==> src/ncq_pkg.sv <==
// package for the neural processing unit control and queue register bank
package ncq_pkg;

  // ---------------------------------------------------------------
  // register byte addresses (word aligned)
  // ---------------------------------------------------------------
  localparam logic [5:0] OFS_STATUS      = 6'h00;
  localparam logic [5:0] OFS_COMMAND     = 6'h04;
  localparam logic [5:0] OFS_SOFT_RESET  = 6'h08;
  localparam logic [5:0] OFS_BASE_LOW    = 6'h0C;
  localparam logic [5:0] OFS_BASE_HIGH   = 6'h10;
  localparam logic [5:0] OFS_FETCH_OFS   = 6'h14;
  localparam logic [5:0] OFS_BUS_ATTR    = 6'h18;
  localparam logic [5:0] OFS_LENGTH      = 6'h1C;
  localparam logic [5:0] OFS_IRQ_STATUS  = 6'h20;
  localparam logic [5:0] OFS_IRQ_MASK    = 6'h24;

  // ---------------------------------------------------------------
  // field positions
  // ---------------------------------------------------------------
  localparam int STAT_RUN       = 0;
  localparam int STAT_IRQ       = 1;
  localparam int STAT_END       = 5;
  localparam int HIST_LSB       = 16;
  localparam int HIST_W         = 16;
  localparam int CMD_GO         = 0;
  localparam int CMD_CLR_IRQ    = 1;
  localparam int CMD_CLK_Q      = 2;
  localparam int CMD_PWR_Q      = 3;
  localparam int RST_PRIV       = 0;
  localparam int RST_SEC        = 1;
  localparam int BASE_HIGH_W    = 8;
  localparam int ATTR_W         = 2;
  localparam int OFS_W          = 24;
  localparam int EVT_W          = 3;
  localparam int EVT_IRQ        = 0;
  localparam int EVT_END        = 1;
  localparam int EVT_RESET      = 2;

  // ---------------------------------------------------------------
  // reset values and masks
  // ---------------------------------------------------------------
  localparam logic [31:0] CMD_RESET      = 32'h0000000C;
  localparam logic [31:0] CMD_KEEP_MASK  = 32'hFFFF000F;
  localparam logic [31:0] RST_KEEP_MASK  = 32'h00000003;
  localparam logic [31:0] ZERO_WORD      = 32'h00000000;
  localparam logic [31:0] BAD_ADDR_READ  = 32'hDEADBEEF;

  typedef struct packed {
    logic [39:0]        baseAddr;
    logic [ATTR_W-1:0]  busAttr;
    logic               securityLevel;
    logic               privilegeLevel;
  } ncq_fetch_cfg_t;

  typedef struct packed {
    logic               irqPulse;
    logic [HIST_W-1:0]  irqMask;
    logic               endReached;
    logic               offsetValid;
    logic [OFS_W-1:0]   offset;
  } ncq_engine_evt_t;

endpackage

==> src/ncq_regs.sv <==
// register bank: status, command, soft reset and command stream queue
`timescale 1ns/1ps
// ---------------------------------------------------------------
// ---------------------------------------------------------------
module ncq_regs #(
  parameter int ADDR_W = 6
) (
  input  wire logic                  clk,
  input  wire logic                  sys_rst,
  input  wire logic [ADDR_W-1:0]     avsAddress,
  input  wire logic                  avsRead,
  input  wire logic                  avsWrite,
  input  wire logic [31:0]           avsWriteData,
  input  wire logic [3:0]            avsByteEnable,
  output logic [31:0]                avsReadData,
  output logic                       avsWaitRequest,
  output logic [1:0]                 avsResponse,
  input  wire logic                  hostPermitted,
  input  wire logic                  hostPrivileged,
  input  wire ncq_pkg::ncq_engine_evt_t engineEvt,
  input  wire logic                  engineStop,
  output ncq_pkg::ncq_fetch_cfg_t    fetchCfg,
  output logic                       goStrobe,
  output logic                       softResetPulse,
  output logic                       ramClearPulse,
  output logic                       powerQAllow,
  output logic                       clockQAllow,
  output logic                       clockGateEnable,
  output logic                       irqOut
);

  // ---------------------------------------------------------------
  // elaboration check
  // ---------------------------------------------------------------
  if (ADDR_W < 6) begin : gAddrCheck
    $error("address width too small for the register map");
  end
  if (ncq_pkg::HIST_LSB + ncq_pkg::HIST_W > 32) begin : gHistCheck
    $error("history field does not fit the status word");
  end
  if (ncq_pkg::EVT_RESET >= ncq_pkg::EVT_W) begin : gEvtCheck
    $error("event status too narrow for its sources");
  end

  // ---------------------------------------------------------------
  // bus handshake
  // ---------------------------------------------------------------
  // one wait cycle: the request is served on the edge where waitrequest is low
  // waitrequest idles high, so no request completes on the edge it first appears
  logic        ackQ;
  logic        accept;
  logic        wrHit;
  logic        rdHit;
  logic [31:0] beMask;
  logic [5:0]  addrW;

  assign accept = (avsRead | avsWrite) & ~ackQ;
  assign wrHit  = avsWrite & ackQ;
  assign rdHit  = avsRead & ackQ;
  assign addrW  = avsAddress[5:0];

  // byte lanes widen to a bit mask for the merging registers
  generate
    for (genvar b = 0; b < 4; b++) begin : gBe
      assign beMask[8*b +: 8] = {8{avsByteEnable[b]}};
    end
  endgenerate

  always_ff @(posedge clk) begin
    if (sys_rst) begin
      ackQ <= 1'b0;
    end else begin
      ackQ <= accept;
    end
  end

  always_ff @(posedge clk) begin
    if (sys_rst) begin
      avsWaitRequest <= 1'b1;
    end else begin
      avsWaitRequest <= ~accept;
    end
  end

  // ---------------------------------------------------------------
  // state registers
  // ---------------------------------------------------------------
  logic        runQ;
  logic        irqQ;
  logic        endQ;
  logic [15:0] histQ;
  logic [31:0] cmdQ;
  logic [31:0] rstQ;
  logic [31:0] baseLowQ;
  logic [31:0] baseHighQ;
  logic [31:0] attrQ;
  logic [31:0] lenQ;
  logic [31:0] fetchOfsQ;
  logic [ncq_pkg::EVT_W-1:0] evtStatQ;
  logic [ncq_pkg::EVT_W-1:0] evtMaskQ;
  logic [31:0] cmdWr;
  logic        softRstWr;
  logic        anyRst;

  function automatic logic [31:0] merge(input logic [31:0] old, input logic [31:0] nw,
                                        input logic [31:0] m);
    merge = (old & ~m) | (nw & m);
  endfunction

  assign cmdWr = merge(cmdQ, avsWriteData, beMask);
  assign softRstWr = wrHit && addrW == ncq_pkg::OFS_SOFT_RESET && hostPermitted;
  // the bus handshake ignores a soft reset so the write that caused it still completes
  assign anyRst    = sys_rst | softResetPulse;

  // go starts running
  // a go in the same cycle as engineStop wins
  always_ff @(posedge clk) begin
    if (anyRst) begin
      runQ <= 1'b0;
    end else if (wrHit && addrW == ncq_pkg::OFS_COMMAND && cmdWr[ncq_pkg::CMD_GO]) begin
      runQ <= 1'b1;
    end else if (engineStop) begin
      runQ <= 1'b0;
    end
  end

  // clear on write of one; a new interrupt wins over the clear
  always_ff @(posedge clk) begin
    if (anyRst) begin
      irqQ <= 1'b0;
    end else if (engineEvt.irqPulse) begin
      irqQ <= 1'b1;
    end else if (wrHit && addrW == ncq_pkg::OFS_COMMAND && cmdWr[ncq_pkg::CMD_CLR_IRQ]) begin
      irqQ <= 1'b0;
    end
  end

  always_ff @(posedge clk) begin
    if (anyRst) begin
      histQ <= '0;
    end else begin
      histQ <= (histQ & ~((wrHit && addrW == ncq_pkg::OFS_COMMAND)
                          ? cmdWr[ncq_pkg::HIST_LSB +: ncq_pkg::HIST_W] : 16'h0000))
               | (engineEvt.irqPulse ? engineEvt.irqMask : 16'h0000);
    end
  end

  // end flag cleared by base or length write while stopped
  // a set in the same cycle as a clearing write wins, so no end is lost
  always_ff @(posedge clk) begin
    if (anyRst) begin
      endQ <= 1'b0;
    end else if (engineEvt.endReached) begin
      endQ <= 1'b1;
    end else if (wrHit && !runQ && (addrW == ncq_pkg::OFS_BASE_LOW ||
                 addrW == ncq_pkg::OFS_BASE_HIGH || addrW == ncq_pkg::OFS_LENGTH)) begin
      endQ <= 1'b0;
    end
  end

  always_ff @(posedge clk) begin
    if (anyRst) begin
      cmdQ <= ncq_pkg::CMD_RESET;
    end else if (wrHit && addrW == ncq_pkg::OFS_COMMAND) begin
      cmdQ <= cmdWr & ncq_pkg::CMD_KEEP_MASK;
    end
  end

  // privilege request capped at host level
  // privilege level
  // only a hard reset clears it, so a soft reset keeps the new request
  always_ff @(posedge clk) begin
    if (sys_rst) begin
      rstQ <= ncq_pkg::ZERO_WORD;
    end else if (softRstWr) begin
      rstQ <= {30'h00000000, avsWriteData[ncq_pkg::RST_SEC],
               avsWriteData[ncq_pkg::RST_PRIV] & hostPrivileged} & ncq_pkg::RST_KEEP_MASK;
    end
  end

  always_ff @(posedge clk) begin
    if (anyRst) begin
      baseLowQ  <= ncq_pkg::ZERO_WORD;
      baseHighQ <= ncq_pkg::ZERO_WORD;
      attrQ     <= ncq_pkg::ZERO_WORD;
      lenQ      <= ncq_pkg::ZERO_WORD;
    end else if (wrHit) begin
      case (addrW)
        ncq_pkg::OFS_BASE_LOW:  baseLowQ  <= merge(baseLowQ, avsWriteData, beMask);
        ncq_pkg::OFS_BASE_HIGH: baseHighQ <= merge(baseHighQ, avsWriteData, beMask);
        ncq_pkg::OFS_BUS_ATTR:  attrQ     <= merge(attrQ, avsWriteData, beMask);
        ncq_pkg::OFS_LENGTH:    lenQ      <= merge(lenQ, avsWriteData, beMask);
        default: ;
      endcase
    end
  end

  always_ff @(posedge clk) begin
    if (anyRst) begin
      fetchOfsQ <= ncq_pkg::ZERO_WORD;
    end else if (engineEvt.offsetValid) begin
      fetchOfsQ <= {8'h00, engineEvt.offset[ncq_pkg::OFS_W-1:2], 2'b00};
    end
  end

  // ---------------------------------------------------------------
  // interrupt status and mask
  // ---------------------------------------------------------------
  logic [ncq_pkg::EVT_W-1:0] evtIn;
  logic                      statRd;
  always_comb begin
    evtIn                     = '0;
    evtIn[ncq_pkg::EVT_IRQ]   = engineEvt.irqPulse;
    evtIn[ncq_pkg::EVT_END]   = engineEvt.endReached;
    evtIn[ncq_pkg::EVT_RESET] = softResetPulse;
  end
  assign statRd = rdHit && addrW == ncq_pkg::OFS_IRQ_STATUS;

  // read clears, but an event in the same cycle survives
  // a soft reset leaves these bits alone, so its own done event is kept
  always_ff @(posedge clk) begin
    if (sys_rst) begin
      evtStatQ <= '0;
    end else begin
      evtStatQ <= (statRd ? '0 : evtStatQ) | evtIn;
    end
  end

  always_ff @(posedge clk) begin
    if (sys_rst) begin
      evtMaskQ <= '0;
    end else if (wrHit && addrW == ncq_pkg::OFS_IRQ_MASK) begin
      evtMaskQ <= avsWriteData[ncq_pkg::EVT_W-1:0];
    end
  end

  // built from the next status, so the pin follows a set or a read-clear at once
  always_ff @(posedge clk) begin
    if (sys_rst) begin
      irqOut <= 1'b0;
    end else begin
      irqOut <= |(((statRd ? '0 : evtStatQ) | evtIn) & evtMaskQ);
    end
  end

  // ---------------------------------------------------------------
  // read data
  // ---------------------------------------------------------------
  // an unmapped address answers with a decode error and reads as zero
  localparam logic [1:0] RESP_OKAY   = 2'h0;
  localparam logic [1:0] RESP_DECERR = 2'h3;

  // status word built from the field positions; unlisted fields read zero
  logic [31:0] statusWord;
  always_comb begin
    statusWord                                       = ncq_pkg::ZERO_WORD;
    statusWord[ncq_pkg::STAT_RUN]                    = runQ;
    statusWord[ncq_pkg::STAT_IRQ]                    = irqQ;
    statusWord[ncq_pkg::STAT_END]                    = endQ;
    statusWord[ncq_pkg::HIST_LSB +: ncq_pkg::HIST_W] = histQ;
  end

  logic [31:0] rdMux;
  logic        rdMiss;
  always_comb begin
    rdMux  = ncq_pkg::ZERO_WORD;
    rdMiss = 1'b0;
    case (addrW)
      ncq_pkg::OFS_STATUS:     rdMux = statusWord;
      ncq_pkg::OFS_COMMAND:    rdMux = cmdQ;
      ncq_pkg::OFS_SOFT_RESET: rdMux = rstQ;
      ncq_pkg::OFS_BASE_LOW:   rdMux = baseLowQ;
      ncq_pkg::OFS_BASE_HIGH:  rdMux = baseHighQ;
      ncq_pkg::OFS_FETCH_OFS:  rdMux = fetchOfsQ;
      ncq_pkg::OFS_BUS_ATTR:   rdMux = attrQ;
      ncq_pkg::OFS_LENGTH:     rdMux = lenQ;
      ncq_pkg::OFS_IRQ_STATUS: rdMux = {29'h00000000, evtStatQ};
      ncq_pkg::OFS_IRQ_MASK:   rdMux = {29'h00000000, evtMaskQ};
      default:                 rdMiss = 1'b1;
    endcase
  end

  // data is registered in the accept cycle and stands on the wait-low edge
  always_ff @(posedge clk) begin
    if (sys_rst) begin
      avsReadData <= ncq_pkg::ZERO_WORD;
      avsResponse <= RESP_OKAY;
    end else if (accept) begin
      avsReadData <= (avsRead && !rdMiss) ? rdMux : ncq_pkg::ZERO_WORD;
      avsResponse <= rdMiss ? RESP_DECERR : RESP_OKAY;
    end
  end

  // ---------------------------------------------------------------
  // outputs toward the engine
  // ---------------------------------------------------------------
  // reset and RAM clear pulse
  always_ff @(posedge clk) begin
    if (sys_rst) begin
      softResetPulse <= 1'b0;
      ramClearPulse  <= 1'b0;
    end else begin
      softResetPulse <= softRstWr;
      ramClearPulse  <= softRstWr;
    end
  end

  // one-cycle start pulse toward the engine, raised only by a go write
  always_ff @(posedge clk) begin
    if (sys_rst) begin
      goStrobe <= 1'b0;
    end else begin
      goStrobe <= wrHit && addrW == ncq_pkg::OFS_COMMAND && cmdWr[ncq_pkg::CMD_GO];
    end
  end

  always_ff @(posedge clk) begin
    if (sys_rst) begin
      powerQAllow     <= 1'b1;
      clockQAllow     <= 1'b1;
      clockGateEnable <= 1'b1;
    end else begin
      powerQAllow     <= cmdQ[ncq_pkg::CMD_PWR_Q];
      clockQAllow     <= cmdQ[ncq_pkg::CMD_CLK_Q];
      clockGateEnable <= cmdQ[ncq_pkg::CMD_CLK_Q];
    end
  end

  // 40-bit fetch address; low bits forced aligned
  // the engine sees a new base one cycle after the write lands
  always_ff @(posedge clk) begin
    if (sys_rst) begin
      fetchCfg <= '0;
    end else begin
      fetchCfg.baseAddr       <= {baseHighQ[ncq_pkg::BASE_HIGH_W-1:0], baseLowQ[31:2], 2'b00};
      fetchCfg.busAttr        <= attrQ[ncq_pkg::ATTR_W-1:0];
      fetchCfg.securityLevel  <= rstQ[ncq_pkg::RST_SEC];
      fetchCfg.privilegeLevel <= rstQ[ncq_pkg::RST_PRIV];
    end
  end

endmodule

==> config.mk <==
export PLATFORM = sky130hd
export DESIGN_NAME = ncq_regs
export DESIGN_NICKNAME = d
export VERILOG_FILES = /design/src/ncq_pkg.sv /design/src/ncq_regs.sv
export SDC_FILE = /design/constraint.sdc
export NUM_CORES = 1
export LEC_CHECK = 0
export BUFFER_PORTS_ARGS = -buffer_cell sky130_fd_sc_hd__buf_4
export CORE_MARGIN = 4
export CORE_UTILIZATION = 56
export CTS_CLUSTER_SIZE = 14
export DETAILED_ROUTE_END_ITERATION = 12
export PLACE_DENSITY = 0.79
export SLEW_MARGIN = 20
export SYNTH_ARGS = -nofsm -noshare
export SYNTH_HDL_FRONTEND = slang
export SYNTH_SLANG_ARGS = --single-unit
export TNS_END_PERCENT = 20
==> constraint.sdc <==
create_clock -name clk -period 1.7 [get_ports clk]
set_input_delay 0 -clock clk [delete_from_list [all_inputs] [get_ports clk]]
set_output_delay 0 -clock clk [all_outputs]
set_load 0.05 [all_outputs]
==> Word-level counts from Yosys, hierarchy flattened <==
Index checks and enable logic that the tools add are counted.
{ "op_classes": {"addsub": 0, "n_mul": 0, "div": 0, "n_lt_le_gt_ge": 0, "n_eq_ne": 9, "n_shift": 0, "n_mux": 12, "bitwise_logic": 25, "n_reduce_logical": 23} }
{ "op_table": {"columns": ["op", "count"], "rows": [
  ["$pmux 32 s10", 1],
  ["$and 32x32->32", 6],
  ["$or 32x32->32", 5],
  ["$mux 16", 2],
  ["$mux 32", 1],
  ["$not 32->32", 1],
  ["$eq 6x5->1 const B", 4],
  ["$and 16x16->16", 1],
  ["$not 16->16", 1],
  ["$or 16x16->16", 1],
  ["$eq 6x4->1 const B", 2],
  ["$eq 6x6->1 const B", 2],
  ["$logic_and 1x1->1", 10],
  ["$reduce_or 10->1", 1],
  ["$reduce_and 2->1", 4],
  ["$eq 6x3->1 const B", 1],
  ["$logic_not 6->1", 1],
  ["$mux 1", 6],
  ["$reduce_bool 2->1", 3],
  ["$and 1x1->1", 4],
  ["$and 3x3->3", 1],
  ["$mux 3", 1],
  ["$or 3x3->3", 1],
  ["$reduce_or 3->1", 1],
  ["5 further kinds", 8]
]} }
{ "totals": {"reg_bits": 282, "latch_bits": 0, "ramBits": 0, "mem_bits_ro": 0, "in_bits": 92, "out_inout_bits": 86, "n_memories": 0} }

==> Logic depth before layout (Yosys ltp) <==
Gate-level depths: netlist of run 1.
{ "depth": {"word_depth": 7, "mapped_depth": 9} }

==> Least setup slack after synthesis of run 1 <==
Ideal clock, no wire load.
{ "synth_path": {"path_type": "register -> register", "from": "reg ramClearPulse (netlist name)", "to": "reg fetchOfsQ[10]", "setup_ns": 0.128, "t_arrival_ns": 1.682, "required_ns": 1.572, "path_slack_ns": -0.110, "path_stages_with_launch": 6, "n_path_buf": 3, "synth_period_minus_slack_ns": 1.810, "path_cell_list": "dfxtp_1 or2_2 clkbuf_1 clkbuf_1 buf_1 nor2_1"} }
{ "synth_rtl": {"columns": ["element", "line_no", "rtl"], "rows": [
  ["end signal: assignment", "ncq_regs.sv:200", "fetchOfsQ <= ncq_pkg::ZERO_WORD;"],
  ["end signal: assignment", "ncq_regs.sv:202", "fetchOfsQ <= {8'h00, engineEvt.offset[ncq_pkg::OFS_W-1:2], 2'b00};"],
  ["end: declaration", "ncq_regs.sv:98", "logic [31:0] fetchOfsQ;"]
]} }

==> Final worst setup path of run 1 <==
{ "layout_path": {"from": "in avsAddress[0]", "to": "reg avsReadData[0]"} }
{ "layout_via": {"elab_chain_cells": 4} }
{ "layout_lines": {"columns": ["element", "line_no", "rtl"], "rows": [
  ["start: declaration", "ncq_regs.sv:10", "input wire logic [ADDR_W-1:0] avsAddress,"],
  ["$eq 6x4->1, or another cell as far along", "ncq_regs.sv:268", "case (addrW)"],
  ["$reduce_or 10->1 (no line)", null, null],
  ["$logic_and 1x1->1", "ncq_regs.sv:289", "avsReadData <= (avsRead && !rdMiss) ? rdMux : ncq_pkg::ZERO_WORD;"],
  ["$mux 32 (*)", "ncq_regs.sv:289", null],
  ["end signal: assignment", "ncq_regs.sv:286", "avsReadData <= ncq_pkg::ZERO_WORD;"],
  ["end signal: assignment", "ncq_regs.sv:289", null],
  ["end: declaration", "ncq_regs.sv:15", "output logic [31:0] avsReadData,"]
]} }
Every way passes the cells marked *; elsewhere a longest branch is shown, timed or not.
A chain may end at the register's enable or synchronous reset.

==> results.cfg, run 1 <==
[timing]
final_hold_viol_count = 0
clock_skew_ps = 11.4
fin_crit_sh_pct = 96.9
setup_violations = 0
fin_crit_ps = 1650
clock.fmax_mhz = 607
maxSlewHeadroom_pct = 58.4
fin_ws_ps = 52.9
rsz0062_at_grt = yes
setup_tns_ps = 0
slew_violations = 0
worst_slew_pin_slew_ps = 622

[floorplan]
dieArea_mm2 = 0.0216
die_w_um = 147
die_h_um = 147
num_rows = 50
core_area_mm2 = 0.0188
io_pins = 178
start_util_pct = 57.3

[placement]
place_hpwl_um = 21100
dp.cells = 1597
gp_congestion = 0.913
dpl_worst_slack_ps = -73.1
io_buffer_count = 173

[layout]
nets = 1566
layout-drive-gt1-share_pct = 21.7
areaGrowthSynthToFinish_pct = 38.0
antenna_cells = 0
final_cells = 1755

[yosys]
ys_seq_area_share_pct = 51.7
synth_top_family_by_area = compound AO/OA/AOI/OAI gates
yosysMostFrequentCell = dfxtp_1
synth-simple-area-share_pct = 14.6
synth_top_cell_by_area = dfxtp_1
synth-main-ff-cell = dfxtp_1
syn_avg_cell_area_um2 = 9.13
syn_area_mm2 = 0.0108
synth_common_cells = 279 x dfxtp_1, 139 x nand2_1, 123 x a21oi_1
synth-xor-area-share_pct = 0
synth_top_area_share_pct = 51.7
postSynthCellCount = 1183
synth-seq-cells = 279
synth_fa_ha_area_share_pct = 0
yosysWarnings = 0
synth-edff-count = 0
synth_compound_area_share_pct = 22.0
synth_area_leaders = dfxtp_1 52%, mux2i_1 7.2%, a21oi_1 5.7%
muxShareOfSynthArea_pct = 7.55
ys_async_sr_fraction_pct = 0
synthDistinctLibCells = 45

[clock_tree]
ctsLongestPathBuffers = 3
cts_num_sinks = 279
cts_root_buffer = clkbuf_16
cts_made_buffers = 29
htreeDepth = 1
clk_pin_slew_ps = 60
clkLatencyLatePin_ps = 540
cts_setup_buffers = 0
cts_tree = built

[critical_path]
critPathMaxFanout = 4
cp_common_cell = buf_4
crit_chain = buf_4 -> dlygate4sd3_1 -> buf_4 -> or4b_2 -> nor3_2 -> a21oi_1 -> a31oi_1 -> a21o_1
cp.arrival_ps = 2140
end_kind = flop
cpMaxStageDelayCell = or4b_2
reg2regPathDepth = 7
slowest_delay_ps = 690
worst-endpoint-required_ps = 2190
worstSetupPathType = in -> reg
startpoint_type = input port

[drt]
routed_wl_um = 35400
num_vias = 10600
drtPass1Iterations = 5
post-route-drc-count = 0
wire_per_inst_um = 20.1
drtIter0Drc = 1071
drt.antenna.violating_nets = 0
vias_per_cell = 6.03

[min_path]
hold_path_class = in -> reg
holdPathStages = 3

[global_route]
grt_start_max_net_pins = 57
grt.total_usage_pct = 31.1
grt_overflow = 0
antenna_found_initial = 0
grt_pass1_vias = 10600
grt_pass1_wl_um = 54900

[power]
power.leakage_uw = 0.00615
ir_drop_mv = 0.836
p_per_area_mw_per_mm2 = 979
p_total_uw = 14600

[flow_run]
maxCapViolations = 0

[status]
outcome = finished, final reports clean
==> worst max-delay path, delay by kind of cell <==
family	cells	cell delay, ps
and+or+nand+nor	2	890
buffers and inverters	3	830
AOI/OAI and AO/OA	3	410
==> per-stage QoR <==
stage	util, %	hold WS (ps)	area (µm²)
finish	79.1	0.950	14900
global route	79.1	25.5	14900
CTS	78.9	1.67	14900
detailed placement	67.7	230	12700
global placement	67.7	230	12700
floorplan	-	111	10800
==> final cells by class <==
class	instances	area [µm²]
sequential	279	5590
tap	260	325
fill	1164	3930
clock buffer	43	878
clock inverter	9	174
multi-input combinational	807	4810
timing repair buffer	355	3120
inverter	2	7.51
==> per-layer routing <==
layer | global-route usage [%] | up-vias | wire (µm)
met2 | 54.0 | 668 | 17300
met4 | 12.6 | 0 | 1460
met1 | 38.3 | 5001 | 13000
met3 | 5.40 | 127 | 3560
met5 | 0 | - | 0
li1 | - | 4788 | -
==> cell usage in the layout (no fill, tap or decap), drive strengths merged, types with 44 or more instances in the layout <==
master,count
a21oi,123
buf,249
clkbuf,44
dfxtp,279
dlygate4sd3,105
mux2i,78
nand2,140
nor2,101
nor2b,44
o21ai,126
==> logic make-up after synthesis <==
family / after synthesis
AOI/OAI and AO/OA: 390
buffers and inverters: 98
DFF: 279
muxes: 80
other: 1
and+or+nand+nor: 335
==> path summary, 6_finish.rpt <==
kind | start | end | slack [ps]
setup / recovery | avsAddress[0] | avsReadData[0] | 50
hold / removal | engineEvt[24] | fetchOfsQ[13] | 1
setup reg to reg | ackQ | flop | 70
hold reg to reg | avsReadData[13] | avsReadData[13] | 450
==> where the power goes <==
part	internal, µW	switching (µW)	total, µW
clock network	4310	2600	6910
registers	6610	45.1	6660
logic	471	548	1020
==> timing repair <==
item                       4_1_cts  5_1_grt
hold buffers                   105        0
pin swaps                        0        1
setup endpoints to repair       18       49
hold endpoints to repair       207        0
gates resized for setup          1        7
gates cloned                     0        1
Note: power is estimated with default switching activity, not from simulation.
==> inputs of run 2 (changes only) <==
==> constraint.sdc (replaced) <==
create_clock -name clk -period 1.7 [get_ports clk]
set_input_delay 0 -clock clk [delete_from_list [all_inputs] [get_ports clk]]
set_output_delay 0 -clock clk [all_outputs]
set_load 0.005 [all_outputs]
==> results.cfg, run 2 (synthesis results as in run 1) <==
[status]
outcome = complete, but fails checks
violations = setup timing

[critical_path]
startpoint_type = input port
crit_start = avsAddress[4]
end_kind = flop
worstSetupPathType = in -> reg
rr_startpoint = ackQ
worst-endpoint-required_ps = 2140
critPathMaxFanout = 16
cp.arrival_ps = 2210
crit_path_end = avsReadData[2]
ff2ff_setup_slack_ps = -30
reg2regPathDepth = 6

[placement]
dpl_worst_slack_ps = -41.0
io_buffer_count = 173
place_hpwl_um = 20900
dpl_cell_area_mm2 = 0.0127
dp.cells = 1592
gp_congestion = 0.906

[timing]
clock_skew_ps = 12.4
final_hold_viol_count = 0
rsz0062_at_grt = yes
holdWs_ps = 11.6
slew_violations = 0
clock.fmax_mhz = 564
fin_crit_ps = 1770
fin_ws_ps = -73.7
worst_slew_pin_slew_ps = 514
maxSlewHeadroom_pct = 65.7
setup_violations = 4
fin_crit_sh_pct = 104

[layout]
finish.utilization_pct = 79.5
layout-drive-gt1-share_pct = 21.5
design_area_mm2 = 0.0150
nets = 1570
fillers = 1170
final_cell_mix = 279 x dfxtp_1, 226 x buf_4, 137 x nand2_1, 123 x a21oi_1
final_cells = 1762
areaGrowthSynthToFinish_pct = 38.7
final_common_cell = dfxtp_1

[clock_tree]
clk_pin_slew_ps = 60
cts_tree = built
cts_num_sinks = 279
ctsLongestPathBuffers = 3
htreeDepth = 1
cts_made_buffers = 28
clkLatencyLatePin_ps = 550
cts_root_buffer = clkbuf_16

[global_route]
grt_overflow = 0
grt.total_usage_pct = 32.0
antenna_found_initial = 3
grt_pass1_vias = 11000
grt_start_max_net_pins = 46
grt_pass1_wl_um = 56700

[drt]
post-route-drc-count = 0
num_vias = 10800
wire_per_inst_um = 20.6
routed_wl_um = 36300
drtPass1Iterations = 11
drt.antenna.violating_nets = 0
drtIter0Drc = 1358
vias_per_cell = 6.14

[floorplan]
io_pins = 178
die_h_um = 147
core_area_mm2 = 0.0188
die_w_um = 147
start_util_pct = 57.3
dieArea_mm2 = 0.0216
num_rows = 50

[power]
ir_drop_mv = 0.844
p_per_area_mw_per_mm2 = 953
power.leakage_uw = 0.00615

[min_path]
hold_path_class = in -> reg
holdPathStages = 3

[flow_run]
maxCapViolations = 0
run 2: cell types whose count changed in the layout (fill, tap and decap cells not counted), sizes merged:
cell	before	now
clkbuf	44	40
dlygate4sd3	105	115
buf	249	245
bufinv	5	4
diode	0	3
clkinv	4	7
run 2: critical path, cell delays in order:
cell	delay, ps
dlygate4sd3_1	560
buf_4	170
nor4b_4	130
buf_4	160
buf_4	210
and3_1	220
a2111oi_2	390
a31oi_1	180
a21o_1	180
run 2: final cells by class:
class | count | area, µm² | share of cell area (%)
Tap cell | 260 | 325 | 2.17
Clock inverter | 11 | 159 | 1.06
Timing Repair Buffer | 360 | 3210 | 21.4
Antenna cell | 3 | 7.51 | 0.0502
Inverter | 2 | 7.51 | 0.0502
Multi-Input combinational cell | 807 | 4840 | 32.3
Clock buffer | 40 | 837 | 5.59
Sequential cell | 279 | 5590 | 37.3
run 2: metal layers:
metal  share of wire [%]  vias up  GRT usage (%)
li1                    -     4797              -
met1                  36     5059           38.9
met2                  48      792           54.7
met3                  11      164           6.14
met4                 4.3        0           15.2
met5                   0        -              0
run 2: worst min path at each step:
stage                     to  slack (ps)     startpoint
3_3_place_gp            endQ         240  engineEvt[25]
4_1_cts        fetchOfsQ[22]           3  engineEvt[24]
6_report       fetchOfsQ[21]          10  engineEvt[24]
3_5_place_dp   fetchOfsQ[21]         250  engineEvt[21]
2_1_floorplan           ackQ         110        sys_rst
5_1_grt         fetchOfsQ[9]          10  engineEvt[24]
run 2: per-stage QoR:
stage	setup TNS, ps	total power [µW]
2_1_floorplan	0	7120
3_3_place_gp	0	7530
5_1_grt	-189	14600
4_1_cts	0	14200
3_5_place_dp	-104	7540
6_report	-170	14300
run 2: timing repair:
action / 4_1_cts / 5_1_grt
gates cloned: 0 / 0
endpoints found under the hold margin: 214 / 0
setup buffers: 0 / 1
hold buffers: 115 / 0
pin swaps: 0 / 4
gates resized for setup: 1 / 15
endpoints found under the setup margin: 3 / 127
run 2: power by group:
group / switching (µW) / leakage (µW) / internal, µW
clock network: 2560 / 0.000497 / 4020
logic: 530 / 0.00340 / 497
registers: 47.1 / 0.00226 / 6610
==> inputs of run 3 (changes only) <==
--- a/config.mk
+++ b/config.mk
@@ -7,10 +7,11 @@
 export LEC_CHECK = 0
 export BUFFER_PORTS_ARGS = -buffer_cell sky130_fd_sc_hd__buf_4
 export CORE_MARGIN = 4
-export CORE_UTILIZATION = 56
+export CORE_UTILIZATION = 58
+export CTS_BUF_LIST = sky130_fd_sc_hd__clkbuf_8
 export CTS_CLUSTER_SIZE = 14
 export DETAILED_ROUTE_END_ITERATION = 12
-export PLACE_DENSITY = 0.79
+export PLACE_DENSITY = 0.82
 export SLEW_MARGIN = 20
 export SYNTH_ARGS = -nofsm -noshare
 export SYNTH_HDL_FRONTEND = slang
==> results.cfg, run 3 (synthesis results as in run 1) <==
[min_path]
hold_start = engineEvt[24]
hold_end = fetchOfsQ[13]
holdPathStages = 3
hold_path_class = in -> reg

[clock_tree]
cts_num_sinks = 279
clkLatencyLatePin_ps = 550
cts_root_buffer = clkbuf_8
ctsLongestPathBuffers = 3
cts_tree = built
clk_pin_slew_ps = 60
htreeDepth = 2
cts_made_buffers = 45

[floorplan]
core_area_mm2 = 0.0181
num_rows = 49
die_h_um = 144
io_pins = 178
start_util_pct = 59.5
dieArea_mm2 = 0.0209
die_w_um = 144

[timing]
setup_tns_ps = 0
worst_slew_pin_slew_ps = 527
setup_violations = 0
maxSlewHeadroom_pct = 64.9
fin_crit_sh_pct = 97.3
slew_violations = 0
clock.fmax_mhz = 605
rsz0062_at_grt = yes
fin_crit_ps = 1650
clock_skew_ps = 11.3
final_hold_viol_count = 0

[drt]
drtIter0Drc = 1167
drtPass1Iterations = 7
vias_per_cell = 6.18
num_vias = 10900
routed_wl_um = 36300
drt.antenna.violating_nets = 0
post-route-drc-count = 0
wire_per_inst_um = 20.6

[layout]
final_cell_mix = 279 x dfxtp_1, 235 x buf_4, 137 x nand2_1, 123 x a21oi_1, 114 x o21ai_0
multi_input_area_mm2 = 0.00484
fillers = 1015
layout-drive-gt1-share_pct = 22.7
areaGrowthSynthToFinish_pct = 37.1
antenna_cells = 0
finish.utilization_pct = 81.5
final_cells = 1759
final_common_cell = dfxtp_1
ff_latch_area_mm2 = 0.00559
nets = 1591

[flow_run]
maxCapViolations = 0

[status]
outcome = finished, final reports clean

[critical_path]
worstSetupPathType = in -> reg
reg2regPathDepth = 6
rr_startpoint = ackQ
worst-endpoint-required_ps = 2190
cp.arrival_ps = 2140
ff2ff_setup_slack_ps = 100
critPathMaxFanout = 17
end_kind = flop
startpoint_type = input port

[placement]
dp.cells = 1563
place_hpwl_um = 20700
gp_congestion = 0.916
io_buffer_count = 173

[power]
ir_drop_mv = 0.799
p_per_area_mw_per_mm2 = 901
power.leakage_uw = 0.00617

[global_route]
grt_start_max_net_pins = 56
grt.total_usage_pct = 33.5
antenna_found_initial = 0
grt_pass1_vias = 10900
grt_overflow = 0
grt_pass1_wl_um = 55800
[run 3: per-stage QoR]
step                      hold WS, ps  instance area [µm²]  total power, µW  setup slack, ps
final                            12.6                14800            13300             46.7
after global routing             4.89                14800            13700            -11.3
after CTS                        1.20                14700            13200             7.65
after detailed placement          245                12700             7530           -0.288
after global placement            229                12700             7520             32.7
after floorplan                   111                10800             7120              106
[run 3: layout make-up]
type	instances	area share (%)
clock buffers	58	5.39
clock inverters	20	0.575
inverters	2	0.0507
multi-input cells	807	32.7
flip-flops and latches	279	37.7
well taps	229	1.94
repair buffers	364	21.6
[run 3: power breakdown]
part	leakage (µW)	internal, µW	switching (µW)	total (µW)
combinational	0.00340	491	530	1020
sequential	0.00226	6610	46.7	6660
clock	0.000511	3040	2600	5650
[run 3: what timing repair did]
item / in CTS / in global routing
buffers inserted: 0 / 5
hold buffers: 113 / 0
endpoints found under the setup margin: 0 / 188
hold endpoints to repair: 207 / 0
gates resized for setup: 0 / 21
[run 3: worst max path at each step]
stage                       start               to  slack, ps  cells past startpoint
finish              avsAddress[5]  avsReadData[23]         50                      8
CTS                          ackQ             flop          8                      6
global placement    avsAddress[3]             flop         30                      8
floorplan                    ackQ             endQ        110                      6
detailed placement  avsAddress[1]             flop       -0.3                      7
global route        avsAddress[4]           irqOut        -10                      7
[run 3: layer usage]
layer / global-route usage, % / share of wire, % / wire length (µm)
met5: 0 / 0 / 0
met4: 17.7 / 5.2 / 1900
met3: 6.25 / 10 / 3730
met2: 56.8 / 48 / 17300
met1: 40.3 / 37 / 13400
[run 3: critical path, stage by stage]
cell and delay [ps]:
dlygate4sd3_1 540, buf_4 180, or4_4 510, nor3_4 200, buf_12 200, a222oi_1 90
a31oi_1 290, a21o_1 120
